## src/rtl/timer_defs.svh

```systemverilog
// Register offsets, field positions and masks of the dual half timer.
// Included by the timer modules; holds definitions only.
`ifndef TIMER_DEFS_SVH
`define TIMER_DEFS_SVH

`define OFS_LOW_COUNT 8'h10
`define OFS_HIGH_COUNT 8'h14
`define OFS_LOW_PERIOD 8'h18
`define OFS_HIGH_PERIOD 8'h1C
`define OFS_TIMER_CTL 8'h20
`define OFS_GLOBAL_CTL 8'h24

`define TCR_OUT_INV 2
`define TCR_PULSE_SEL 3
`define TCR_PULSE_WIDTH_SELECT_LO 4
`define TCR_LOW_MODE_LO 6
`define TCR_LOW_CLOCK_SOURCE_SELECT 8
`define TCR_IN_INV 9
`define TCR_HIGH_MODE_LO 22

`define GCR_LOW_RUN 0
`define GCR_HIGH_RUN 1
`define GCR_ARR_LO 2
`define GCR_PSC_LO 8
`define GCR_TDDR_LO 12

`define ARR_UNCHAINED 2'h1
`define ARR_CHAINED 2'h3

`define TCR_WR_MASK 32'h00C003FC
`define TCR_ACTIVE_MASK 32'h00C000C0
`define GCR_WR_MASK 32'h00000F0F
`define GCR_ACTIVE_MASK 32'h00000003

`define REG_RESET 32'h00000000
`define PSC_RESET 4'h0

`endif

```

## src/rtl/timer_pkg.sv

```systemverilog
// Types shared by the dual half timer modules.
// Needs nothing from its surroundings.
package timer_pkg;
    typedef enum logic [1:0] {
        EN_DISABLED,
        EN_ONE_SHOT,
        EN_CONTINUOUS,
        EN_RESERVED
    } half_mode_e;

    typedef struct packed {
        logic run;
        half_mode_e mode;
    } half_ctl_s;

    function automatic logic is_active(input half_ctl_s c);
        return c.run && (c.mode == EN_ONE_SHOT || c.mode == EN_CONTINUOUS);
    endfunction
endpackage

```

## src/rtl/dual_half_timer.sv

```systemverilog
// Dual 32-bit timer with unchained and chained arrangements, APB slave.
// Assumes APB3 on pclk; ext_clk_in is a slow input sampled on pclk.
`timescale 1ns/1ps
`include "timer_defs.svh"
// Summary of operation
// - arrangement value 1 selects independent halves
// - in arrangement 1 high half prescaled, low half counts directly
// - high half prescaler uses internal clock only
// - prescaler pulses cycle after matching its period
// - high match raises interrupt, event, output in arrangement 1 only
// - continuous count returns to zero on the half's next tick
// - low match raises interrupt, event, output
// - in arrangement 1 each run bit stops only its half, count held
// - modes: stop-hold, one-shot, continuous
// - low control bits ignored by high half in arrangement 1
// - high control bits ignored by low half in arrangement 1
// - external clock synchronised, low half in arrangement 1, high prescaler in 3
// - zero count and period never increments
// - counters and periods mapped per arrangement
// - arrangement 3 chains high prescaler into low
// - active timer blocks all but mode/run writes
module dual_half_timer #(
    parameter int ADDR_W = 8
) (
    // APB slave
    input wire logic pclk,
    input wire logic presetn,
    input wire logic psel,
    input wire logic penable,
    input wire logic pwrite,
    input wire logic [ADDR_W-1:0] paddr,
    input wire logic [31:0] pwdata,
    output logic [31:0] prdata,
    output logic pready,
    output logic pslverr,
    // Timer pins and events
    input wire logic ext_clk_in,
    output logic timer_output_pin,
    output logic low_half_interrupt,
    output logic low_half_dma_event,
    output logic high_half_interrupt,
    output logic high_half_dma_event
);
    import timer_pkg::*;

    logic [31:0] low_half_period_r, high_half_period_r;
    logic [31:0] timer_control_reg_r, global_control_reg_r;
    logic [3:0] prescale_count_field_r;
    logic psc_tick_r, chain_tick_r, toggle_r;
    logic ext_s1_r, ext_s2_r, ext_prev_r;
    logic [1:0] pw_cnt_r;
    logic [31:0] rdata_nxt, low_half_count, high_half_count;
    logic low_hit, high_hit;

    // Field views
    logic [1:0] half_arrangement_select, pulse_width_select;
    logic [3:0] prescale_period_field;
    logic low_half_run_bit, high_half_run_bit;
    half_mode_e low_half_enable_mode, high_half_enable_mode;
    logic low_half_clock_source, output_clock_pulse_select;
    logic input_invert, output_invert;

    assign half_arrangement_select =
        global_control_reg_r[`GCR_ARR_LO +: 2];
    assign prescale_period_field = global_control_reg_r[`GCR_PSC_LO +: 4];
    assign low_half_run_bit = global_control_reg_r[`GCR_LOW_RUN];
    assign high_half_run_bit = global_control_reg_r[`GCR_HIGH_RUN];
    // Low half sees only the lower control half, high half the upper in arrangement 1
    assign low_half_enable_mode = half_mode_e'(
        timer_control_reg_r[`TCR_LOW_MODE_LO +: 2]);
    assign high_half_enable_mode = half_mode_e'(
        timer_control_reg_r[`TCR_HIGH_MODE_LO +: 2]);
    assign low_half_clock_source = timer_control_reg_r[`TCR_LOW_CLOCK_SOURCE_SELECT];
    assign output_clock_pulse_select = timer_control_reg_r[`TCR_PULSE_SEL];
    assign pulse_width_select = timer_control_reg_r[`TCR_PULSE_WIDTH_SELECT_LO +: 2];
    assign input_invert = timer_control_reg_r[`TCR_IN_INV];
    assign output_invert = timer_control_reg_r[`TCR_OUT_INV];

    logic unchained, chained;
    assign unchained = (half_arrangement_select == `ARR_UNCHAINED);
    assign chained = (half_arrangement_select == `ARR_CHAINED);

    // Per-arrangement control of each half
    half_ctl_s low_ctl, high_ctl;
    always_comb begin
        low_ctl = '{run: 1'b0, mode: EN_DISABLED};
        high_ctl = '{run: 1'b0, mode: EN_DISABLED};
        if (unchained) begin
            low_ctl = '{run: low_half_run_bit, mode: low_half_enable_mode};
            high_ctl = '{run: high_half_run_bit,
                mode: high_half_enable_mode};
        end else if (chained) begin
            // The prescaler free-runs whenever the timer is enabled
            low_ctl = '{run: low_half_run_bit && high_half_run_bit,
                mode: low_half_enable_mode};
            high_ctl = '{run: low_ctl.run,
                mode: is_active(low_ctl) ? EN_CONTINUOUS : EN_DISABLED};
        end
    end

    logic low_act, high_act, any_active;
    assign low_act = is_active(low_ctl);
    assign high_act = is_active(high_ctl);
    assign any_active = low_act || high_act;

    // External clock: two-flop synchroniser, then rising-edge detect
    logic ext_level, ext_rise;
    always_ff @(posedge pclk or negedge presetn) begin
        if (!presetn) begin
            ext_s1_r <= 1'b0;
            ext_s2_r <= 1'b0;
            ext_prev_r <= 1'b0;
        end else begin
            ext_s1_r <= ext_clk_in;
            ext_s2_r <= ext_s1_r;
            ext_prev_r <= ext_level;
        end
    end
    assign ext_level = ext_s2_r ^ input_invert;
    assign ext_rise = ext_level && !ext_prev_r;

    // The low half takes the external clock in arrangement 1, the high prescaler in arrangement 3
    logic src_tick;
    assign src_tick = low_half_clock_source ? ext_rise : 1'b1;

    // Four-bit prescaler of the unchained high half, internal clock only
    always_ff @(posedge pclk or negedge presetn) begin
        if (!presetn) begin
            prescale_count_field_r <= `PSC_RESET;
            psc_tick_r <= 1'b0;
        end else if (unchained && high_act) begin
            if (prescale_count_field_r == prescale_period_field) begin
                prescale_count_field_r <= `PSC_RESET;
                psc_tick_r <= 1'b1;
            end else begin
                prescale_count_field_r <= prescale_count_field_r + 4'h1;
                psc_tick_r <= 1'b0;
            end
        end else begin
            psc_tick_r <= 1'b0;
        end
    end

    // Chained: 32-bit prescaler clocks the low timer a cycle after match
    always_ff @(posedge pclk or negedge presetn) begin
        if (!presetn) begin
            chain_tick_r <= 1'b0;
        end else begin
            chain_tick_r <= chained && high_act && src_tick &&
                (high_half_count == high_half_period_r);
        end
    end

    logic low_tick, high_tick;
    assign low_tick = chained ? chain_tick_r : src_tick;
    assign high_tick = chained ? src_tick : psc_tick_r;

    // APB handshake: one wait-free access phase after each setup
    logic setup, wr_acc;
    assign setup = psel && !penable;
    assign wr_acc = psel && penable && pready && pwrite;

    function automatic logic is_mapped(input logic [ADDR_W-1:0] a);
        return a == ADDR_W'(`OFS_LOW_COUNT) ||
            a == ADDR_W'(`OFS_HIGH_COUNT) ||
            a == ADDR_W'(`OFS_LOW_PERIOD) ||
            a == ADDR_W'(`OFS_HIGH_PERIOD) ||
            a == ADDR_W'(`OFS_TIMER_CTL) ||
            a == ADDR_W'(`OFS_GLOBAL_CTL);
    endfunction

    function automatic logic wr_to(input logic [ADDR_W-1:0] a,
        input logic [7:0] ofs);
        return a == ADDR_W'(ofs);
    endfunction

    // Counter and period writes are dropped while any half is active
    logic wr_open, low_load, high_load;
    assign wr_open = wr_acc && !any_active;
    assign low_load = wr_open && wr_to(paddr, `OFS_LOW_COUNT);
    assign high_load = wr_open && wr_to(paddr, `OFS_HIGH_COUNT);

    always_ff @(posedge pclk or negedge presetn) begin
        if (!presetn) begin
            low_half_period_r <= `REG_RESET;
            high_half_period_r <= `REG_RESET;
        end else if (wr_open) begin
            if (wr_to(paddr, `OFS_LOW_PERIOD)) begin
                low_half_period_r <= pwdata;
            end else if (wr_to(paddr, `OFS_HIGH_PERIOD)) begin
                high_half_period_r <= pwdata;
            end
        end
    end

    // Only mode and run fields stay writable while active
    logic [31:0] tcr_mask, gcr_mask;
    assign tcr_mask = any_active ? `TCR_ACTIVE_MASK : `TCR_WR_MASK;
    assign gcr_mask = any_active ? `GCR_ACTIVE_MASK : `GCR_WR_MASK;

    always_ff @(posedge pclk or negedge presetn) begin
        if (!presetn) begin
            timer_control_reg_r <= `REG_RESET;
            global_control_reg_r <= `REG_RESET;
        end else if (wr_acc) begin
            if (wr_to(paddr, `OFS_TIMER_CTL)) begin
                timer_control_reg_r <= (timer_control_reg_r & ~tcr_mask) |
                    (pwdata & tcr_mask);
            end else if (wr_to(paddr, `OFS_GLOBAL_CTL)) begin
                global_control_reg_r <=
                    (global_control_reg_r & ~gcr_mask) | (pwdata & gcr_mask);
            end
        end
    end

    always_comb begin
        rdata_nxt = `REG_RESET;
        if (wr_to(paddr, `OFS_LOW_COUNT)) begin
            rdata_nxt = low_half_count;
        end else if (wr_to(paddr, `OFS_HIGH_COUNT)) begin
            rdata_nxt = high_half_count;
        end else if (wr_to(paddr, `OFS_LOW_PERIOD)) begin
            rdata_nxt = low_half_period_r;
        end else if (wr_to(paddr, `OFS_HIGH_PERIOD)) begin
            rdata_nxt = high_half_period_r;
        end else if (wr_to(paddr, `OFS_TIMER_CTL)) begin
            rdata_nxt = timer_control_reg_r;
        end else if (wr_to(paddr, `OFS_GLOBAL_CTL)) begin
            rdata_nxt = global_control_reg_r;
            rdata_nxt[`GCR_TDDR_LO +: 4] = prescale_count_field_r;
        end
    end

    always_ff @(posedge pclk or negedge presetn) begin
        if (!presetn) begin
            pready <= 1'b0;
            pslverr <= 1'b0;
            prdata <= `REG_RESET;
        end else begin
            pready <= setup;
            pslverr <= setup && !is_mapped(paddr);
            prdata <= (setup && !pwrite) ? rdata_nxt : `REG_RESET;
        end
    end

    half_counter #(.WIDTH(32)) u_low (
        .pclk(pclk),
        .presetn(presetn),
        .ctl(low_ctl),
        .tick(low_tick),
        .period(low_half_period_r),
        .load_en(low_load),
        .load_val(pwdata),
        .count_r(low_half_count),
        .hit_r(low_hit)
    );

    half_counter #(.WIDTH(32)) u_high (
        .pclk(pclk),
        .presetn(presetn),
        .ctl(high_ctl),
        .tick(high_tick),
        .period(high_half_period_r),
        .load_en(high_load),
        .load_val(pwdata),
        .count_r(high_half_count),
        .hit_r(high_hit)
    );

    // A chained prescaler match is not a timer event
    logic high_evt;
    assign high_evt = unchained && high_hit;

    always_ff @(posedge pclk or negedge presetn) begin
        if (!presetn) begin
            low_half_interrupt <= 1'b0;
            low_half_dma_event <= 1'b0;
            high_half_interrupt <= 1'b0;
            high_half_dma_event <= 1'b0;
        end else begin
            low_half_interrupt <= low_hit;
            low_half_dma_event <= low_hit;
            high_half_interrupt <= high_evt;
            high_half_dma_event <= high_evt;
        end
    end

    // Output pin: pulse of one to four cycles, or toggle in clock mode
    logic pin_evt;
    assign pin_evt = low_hit || high_evt;
    always_ff @(posedge pclk or negedge presetn) begin
        if (!presetn) begin
            pw_cnt_r <= 2'h0;
            toggle_r <= 1'b0;
            timer_output_pin <= 1'b0;
        end else begin
            if (pin_evt) begin
                pw_cnt_r <= pulse_width_select;
                toggle_r <= !toggle_r;
            end else if (pw_cnt_r != 2'h0) begin
                pw_cnt_r <= pw_cnt_r - 2'h1;
            end
            timer_output_pin <= output_invert ^ (output_clock_pulse_select ?
                toggle_r : (pin_evt || pw_cnt_r != 2'h0));
        end
    end

    psc_tick_a: assert property (@(posedge pclk) disable iff (!presetn)
        psc_tick_r |-> $past(prescale_count_field_r) ==
        $past(prescale_period_field))
        else $error("prescale pulse without prior period match");
    psc_restart_a: assert property (@(posedge pclk) disable iff (!presetn)
        psc_tick_r |-> prescale_count_field_r == 4'h0)
        else $error("prescale count did not restart at zero");
    low_irq_a: assert property (@(posedge pclk) disable iff (!presetn)
        low_hit |=> low_half_interrupt && low_half_dma_event)
        else $error("low match raised no interrupt and event");
    high_irq_a: assert property (@(posedge pclk) disable iff (!presetn)
        high_half_interrupt |-> $past(unchained) && $past(high_hit))
        else $error("high interrupt without unchained match");
    period_lock_a: assert property (@(posedge pclk) disable iff (!presetn)
        any_active && wr_acc |=> $stable(low_half_period_r) &&
        $stable(high_half_period_r))
        else $error("period written while timer active");
    arr_select_a: assert property (@(posedge pclk) disable iff (!presetn)
        wr_acc && !any_active && wr_to(paddr, `OFS_GLOBAL_CTL) &&
        pwdata[`GCR_ARR_LO +: 2] == `ARR_UNCHAINED |=> unchained)
        else $error("arrangement 1 not taken");
    high_no_ext_a: assert property (@(posedge pclk) disable iff (!presetn)
        unchained && high_act && prescale_period_field != 4'h0
        |=> prescale_count_field_r != $past(prescale_count_field_r))
        else $error("unchained prescaler stalled on internal clock");
endmodule

```

## src/rtl/half_counter.sv

```systemverilog
// One 32-bit half counter with period match and enable mode.
// Assumes tick is a one-cycle count request on pclk.
`timescale 1ns/1ps
`include "timer_defs.svh"
module half_counter #(
    parameter int WIDTH = 32
) (
    // Clock and reset
    input wire logic pclk,
    input wire logic presetn,
    // Control
    input timer_pkg::half_ctl_s ctl,
    input wire logic tick,
    input wire logic [WIDTH-1:0] period,
    input wire logic load_en,
    input wire logic [WIDTH-1:0] load_val,
    // State
    output logic [WIDTH-1:0] count_r,
    output logic hit_r
);
    import timer_pkg::*;

    logic act;
    logic [WIDTH-1:0] count_inc;
    logic at_period;

    assign act = is_active(ctl);
    assign count_inc = count_r + 1'b1;
    assign at_period = (count_r == period);

    always_ff @(posedge pclk or negedge presetn) begin
        if (!presetn) begin
            count_r <= '0;
        end else if (load_en) begin
            count_r <= load_val;
        end else if (act && tick && at_period) begin
            // Wrap on the half's own next tick so a prescaled half keeps
            // its full period; one-shot parks on the period
            if (ctl.mode == EN_CONTINUOUS) begin
                count_r <= '0;
            end
        end else if (act && tick) begin
            count_r <= count_inc;
        end
    end

    // Zero count with zero period sits on the period and never counts
    always_ff @(posedge pclk or negedge presetn) begin
        if (!presetn) begin
            hit_r <= 1'b0;
        end else begin
            hit_r <= act && tick && !load_en && !at_period &&
                (count_inc == period);
        end
    end

    hit_period_a: assert property (@(posedge pclk) disable iff (!presetn)
        hit_r |-> count_r == period)
        else $error("match pulse without count at period");

    wrap_zero_a: assert property (@(posedge pclk) disable iff (!presetn)
        act && tick && at_period && ctl.mode == EN_CONTINUOUS && !load_en
        |=> count_r == '0)
        else $error("continuous count did not wrap to zero");

    stop_hold_a: assert property (@(posedge pclk) disable iff (!presetn)
        (!ctl.run || ctl.mode == EN_DISABLED) && !load_en
        |=> $stable(count_r) && !hit_r)
        else $error("stopped half changed its count");

    zero_period_a: assert property (@(posedge pclk) disable iff (!presetn)
        count_r == '0 && period == '0 && !load_en
        |=> count_r == '0)
        else $error("count moved with zero period");

    one_shot_a: assert property (@(posedge pclk) disable iff (!presetn)
        act && at_period && ctl.mode == EN_ONE_SHOT && !load_en
        |=> $stable(count_r))
        else $error("one-shot count ran past the period");
endmodule

```

## config.mk

```make
export PLATFORM = sky130hd
export DESIGN_NAME = dual_half_timer
export DESIGN_NICKNAME = d
export VERILOG_FILES = /design/src/rtl/timer_pkg.sv /design/src/rtl/dual_half_timer.sv /design/src/rtl/half_counter.sv
export VERILOG_INCLUDE_DIRS = /design/src /design/src/rtl
export SDC_FILE = /design/constraint.sdc
export NUM_CORES = 1
export LEC_CHECK = 0
export ABC_AREA = 1
export BUFFER_PORTS_ARGS = -buffer_cell sky130_fd_sc_hd__buf_2
export CAP_MARGIN = 10
export CORE_ASPECT_RATIO = 0.6
export CORE_MARGIN = 2
export CORE_UTILIZATION = 23
export DETAILED_ROUTE_END_ITERATION = 7
export PLACE_DENSITY_LB_ADDON = 0.25
export RECOVER_POWER = 50
export SLEW_MARGIN = 10
export SYNTH_ARGS = -nofsm -noshare
export SYNTH_HDL_FRONTEND = slang
export SYNTH_SLANG_ARGS = --single-unit
```

## constraint.sdc

```tcl
create_clock -name pclk -period 4.4 [get_ports pclk]
set_clock_uncertainty 0.2 [all_clocks]
set_input_delay 0.44 -clock pclk [delete_from_list [all_inputs] [get_ports pclk]]
set_output_delay 0.44 -clock pclk [all_outputs]
set_load 0.005 [all_outputs]
```

# == Word level (Yosys, flattened, before mapping) ==
# Cells that the tools add are included.
# classes
add_sub_neg,4
eq_ne,21
muxes,31
bitwise,12
reduce_logical,60
# op_table
op,n
32-bit 2-to-1 mux,15
32-bit == test,4
"32-bit by 1-bit adder with 32-bit output, second input constant",2
32-bit AND,2
32-bit bitwise OR,2
32-bit by 12-bit AND with 32-bit output,1
32-bit by 24-bit AND with 32-bit output,1
"8-bit by 5-bit == test with 1-bit output, second input constant",4
12-bit NOT with 32-bit output,1
24-bit NOT with 32-bit output,1
1-bit logical AND,29
"8-bit by 6-bit == test with 1-bit output, second input constant",2
12-bit 2-to-1 mux,1
3-bit 2-to-1 mux,4
1-bit logical OR,11
1-bit zero test,10
10-bit 2-to-1 mux,1
"2-bit by 1-bit == test with 1-bit output, second input constant",4
"2-bit == test, second input constant",4
2-bit AND reduction,4
1-bit 2-to-1 mux,6
2-bit 2-to-1 mux,3
"3-bit by 2-bit inequality test with 1-bit output, second input constant",2
3-bit AND reduction,2
8 further kinds,12
# word_totals
regBits,243
inputBits,46
out_inout_bits,39
wordCells,150

# == Logic depth before layout (Yosys ltp) ==
# logic_depth
depth_word,17
mapped_depth,16
depth_no_buf,16

# == By module ==
# A second synthesis with hierarchy kept.
# hier_totals
cells_unflattened,2288
area_unflattened_um2,14577.7
# by_module_without_submodules
module,n_inst,cells_each,area_each_um2,seq_area_each_um2
dual_half_timer,1,895,6971.7,3278.1
half_counter at u_low,1,716,3903.7,825.8
half_counter at u_high,1,677,3702.3,825.8

# == Worst setup path before layout ==
# No wires, ideal clock.
# synth_path
path_kind,reg-to-reg
startpoint,register with a tool-made name
endpoint,register u_high.count_r[30]
setup_time_ps,129
arrival_ps,1998
required_time_ps,4071
path_slack_ps,2073
stages_incl_launch_ff,17
n_path_buf,2
cell_sequence,dfrtp_1 nand2_1 inv_2 nand3_2 o22ai_1 ha_1 inv_1 nand2_1 nand3_2 nor2_8 inv_2 buf_6 nand2_4 inv_2 buf_4 nand2_1 nand3_1
# synth_rtl
item,line_no,rtl
to (signal assigned),half_counter.sv:35,count_r <= load_val;
to (signal assigned),half_counter.sv:43,count_r <= count_inc;
to (decl),half_counter.sv:18,"output logic [WIDTH-1:0] count_r,"

==> results.cfg <==
[run_status]
violations = capacitance limit, slew limit
status = finished, violations left

[floorplan]
die_w_um = 309
initial_core_util_pct = 23.2
io_pins = 85
die-area_mm2 = 0.0579
die_y_um = 187
rows = 67
core-area_mm2 = 0.0556

[clock_tree]
cts_tree = yes
htree_levels = 4
clkTransAtPathRegs_ns = 0.08
clk_latency_ns = 0.48
cts_buffers = 17
cts_sinks = 197
ctsRootBufferMaster = clkbuf_16
clockBufferDepth = 2

[logic_synthesis]
yosysMostFrequentCell = nand2_1
syn_area_per_cell_um2 = 6.92
mappedNetlistNets = 1911
synth-seq-area-share_pct = 38.3
ys_warn_count = 0
netlist_area_mm2 = 0.0129
yosysTopAreaCell = dfrtp_1
synth_edf_count = 0
synth_top_area_share_pct = 38.3
synth-async-reset-ratio_pct = 100
netlist_top_cells_count = nand2_1, inv_1, dfrtp_1
ys_ff_latch = 197
syn_inst = 1859
synth_flop_cell = dfrtp_1
synth.distinct_cells = 48
synth_area_leaders = dfrtp_1, nand2_1, o21ai_0, inv_1, nor2_1

[timing]
finalHoldViolCount = 0
finalSetupViolCount = 0
fin_crit_sh_pct = 85.4
fin_crit_ns = 3.76
rsz0062_at_grt = no
fmax_mhz = 266
tightestPinTransition_ns = 2.37
slew_headroom_pct = -58.3
tns_ns = 0
final-max-slew-violation-count = 83

[pwr]
leakage_nw = 6.97
powerDensity_mw_per_mm2 = 251
ir_drop_mv = 0.240
power_mw = 3.66

[critical_path]
required_ns = 4.60
critPathKind = flip-flop to flip-flop
crit_chain = inv_2, nor2_1, inv_2, o22ai_1, ha_1, inv_1, nand2_1, nand3_2, nor2_8, inv_2, nand2_1, nor2_2, o21ai_0, nand3_1
slowest_delay_ns = 0.67
endpoint_kind = flip-flop
cp_data_arrival_time_ns = 3.96
startpoint_type = flip-flop
cp_common_cell = inv_2
critPathSlowestCell = nor2_2
cp_max_fo = 27

[drt]
via_per_inst = 4.87
highest_layer = met4
postRouteWirelength_um = 58900
drtIter0Drc = 2017
drt_pre_antenna_iters = 6
routedWlPerCell_um = 22.0
drc = 0
m1WireLength_um = 31600
wl_met3_um = 6650
num_vias = 13100
wl_met2_um = 20400
antenna_left = 0

[cells_and_area]
nets = 1958
syn_to_final_growth_pct = 13.4
drive_gt1_share_pct = 8.70

[placed_design]
portBuffers = 84
place_congestion = 0.935
hpwl_um = 47000

[grt]
grt_pass1_vias = 11600
grt-ovfl-total = 0
grt_start_max_net_pins = 84
grt_usage_pct = 20.4
grt_first_pass_wirelength_um = 85000
antenna_found_initial = 3

[hold_path]
min_path_type = primary input to flip-flop

[job]
max_cap_violations = 1
## final cells by class
class / count / area (µm²)
Inverter: 227 / 856
Antenna cell: 1 / 2.50
Tap cell: 759 / 950
Clock buffer: 21 / 470
Clock inverter: 11 / 114
Timing Repair Buffer: 101 / 556
Fill cell: 6215 / 41000
Sequential cell: 197 / 4930
Multi-Input combinational cell: 1362 / 6720
## where the power goes
group / internal [mW] / leakage, nW / switching, mW / total, mW
sequential: 1.82 / 2.66 / 0.0117 / 1.83
clock: 0.837 / 0.277 / 0.806 / 1.64
combinational: 0.0400 / 4.04 / 0.148 / 0.188
## sequential cells by signal, summed over array words and instances (netlist names), 2 cells and up, named ones only
| signal | cells |
|---|---|
| low_half_period_r | 32 |
| u_high.count_r | 32 |
| pw_cnt_r | 2 |
| prdata | 32 |
| timer_control_reg_r | 4 |
| prescale_count_field_r | 4 |
| global_control_reg_r | 2 |
| u_low.count_r | 32 |
| high_half_period_r | 32 |
## per-layer routing
metal | up-vias | track usage [%]
met5 | - | 0
met4 | 0 | 2.37
met3 | 18 | 4.92
met2 | 666 | 23.4
met1 | 6351 | 36.1
li1 | 6021 | -
## cells in the final DEF (no fill, tap or decap), drive strengths merged, types with 53 or more instances in the layout
cell / instances
o21ai: 173
inv: 230
xnor2: 56
dfrtp: 197
nand3: 100
nor2: 176
nand2: 602
buf: 85
xor2: 53
a21oi: 59
## worst max-delay path: cells and delay by family, from the launching register on
family | cells | cell delay (ns)
buffers and inverters | 4 | 0.58
and+or+nand+nor | 7 | 1.74
DFF | 1 | 0.44
AOI/OAI and AO/OA | 2 | 0.42
adders and majority gates | 1 | 0.27
## metrics by stage
stage	cells	util [%]	area (µm²)	hold WS, ns	setup WS (ns)
after global placement	2642	25.2	14000	0.144	1.03
final	2679	26.3	14600	0.0313	0.644
after global routing	2678	26.3	14600	0.0255	0.320
after CTS	2678	26.3	14600	0.0159	0.875
after floorplan	1859	-	12900	-0.0556	2.07
after detailed placement	2642	25.2	14000	0.143	0.914
## kinds of logic (layout without fill, tap and decap cells)
logic type	after synthesis	in the layout	synth area share, %
fa+ha+maj	6	6	0.583
simple gates	946	946	30.9
flops	197	197	38.3
compound gates	300	300	13.2
xor+xnor	109	109	7.42
other cells	0	1	0
mux	1	1	0.0778
buf+inv	300	360	9.52
## path summary, 6_finish.rpt
kind                            depth (start not counted)  slack [ns]                  to  startpoint
worst max-delay path                                   14        0.64  u_high.count_r[21]   flip-flop
worst min-delay path                                    3        0.03  u_high.count_r[25]  pwdata[25]
worst max register to register                         14        0.64  u_high.count_r[21]   flip-flop
worst min register to register                          0        0.16            ext_s2_r    ext_s1_r
max in group asynchronous                               3        0.94         u_low.hit_r     presetn
min in group asynchronous                               2        0.99          prdata[10]     presetn
## what timing repair did
action	CTS	global route
hold buffers	4	0
gates resized for setup	0	0
setup buffers	0	0
endpoints found under the hold margin	83	0
No activity file was read; power rests on OpenSTA's default activity.
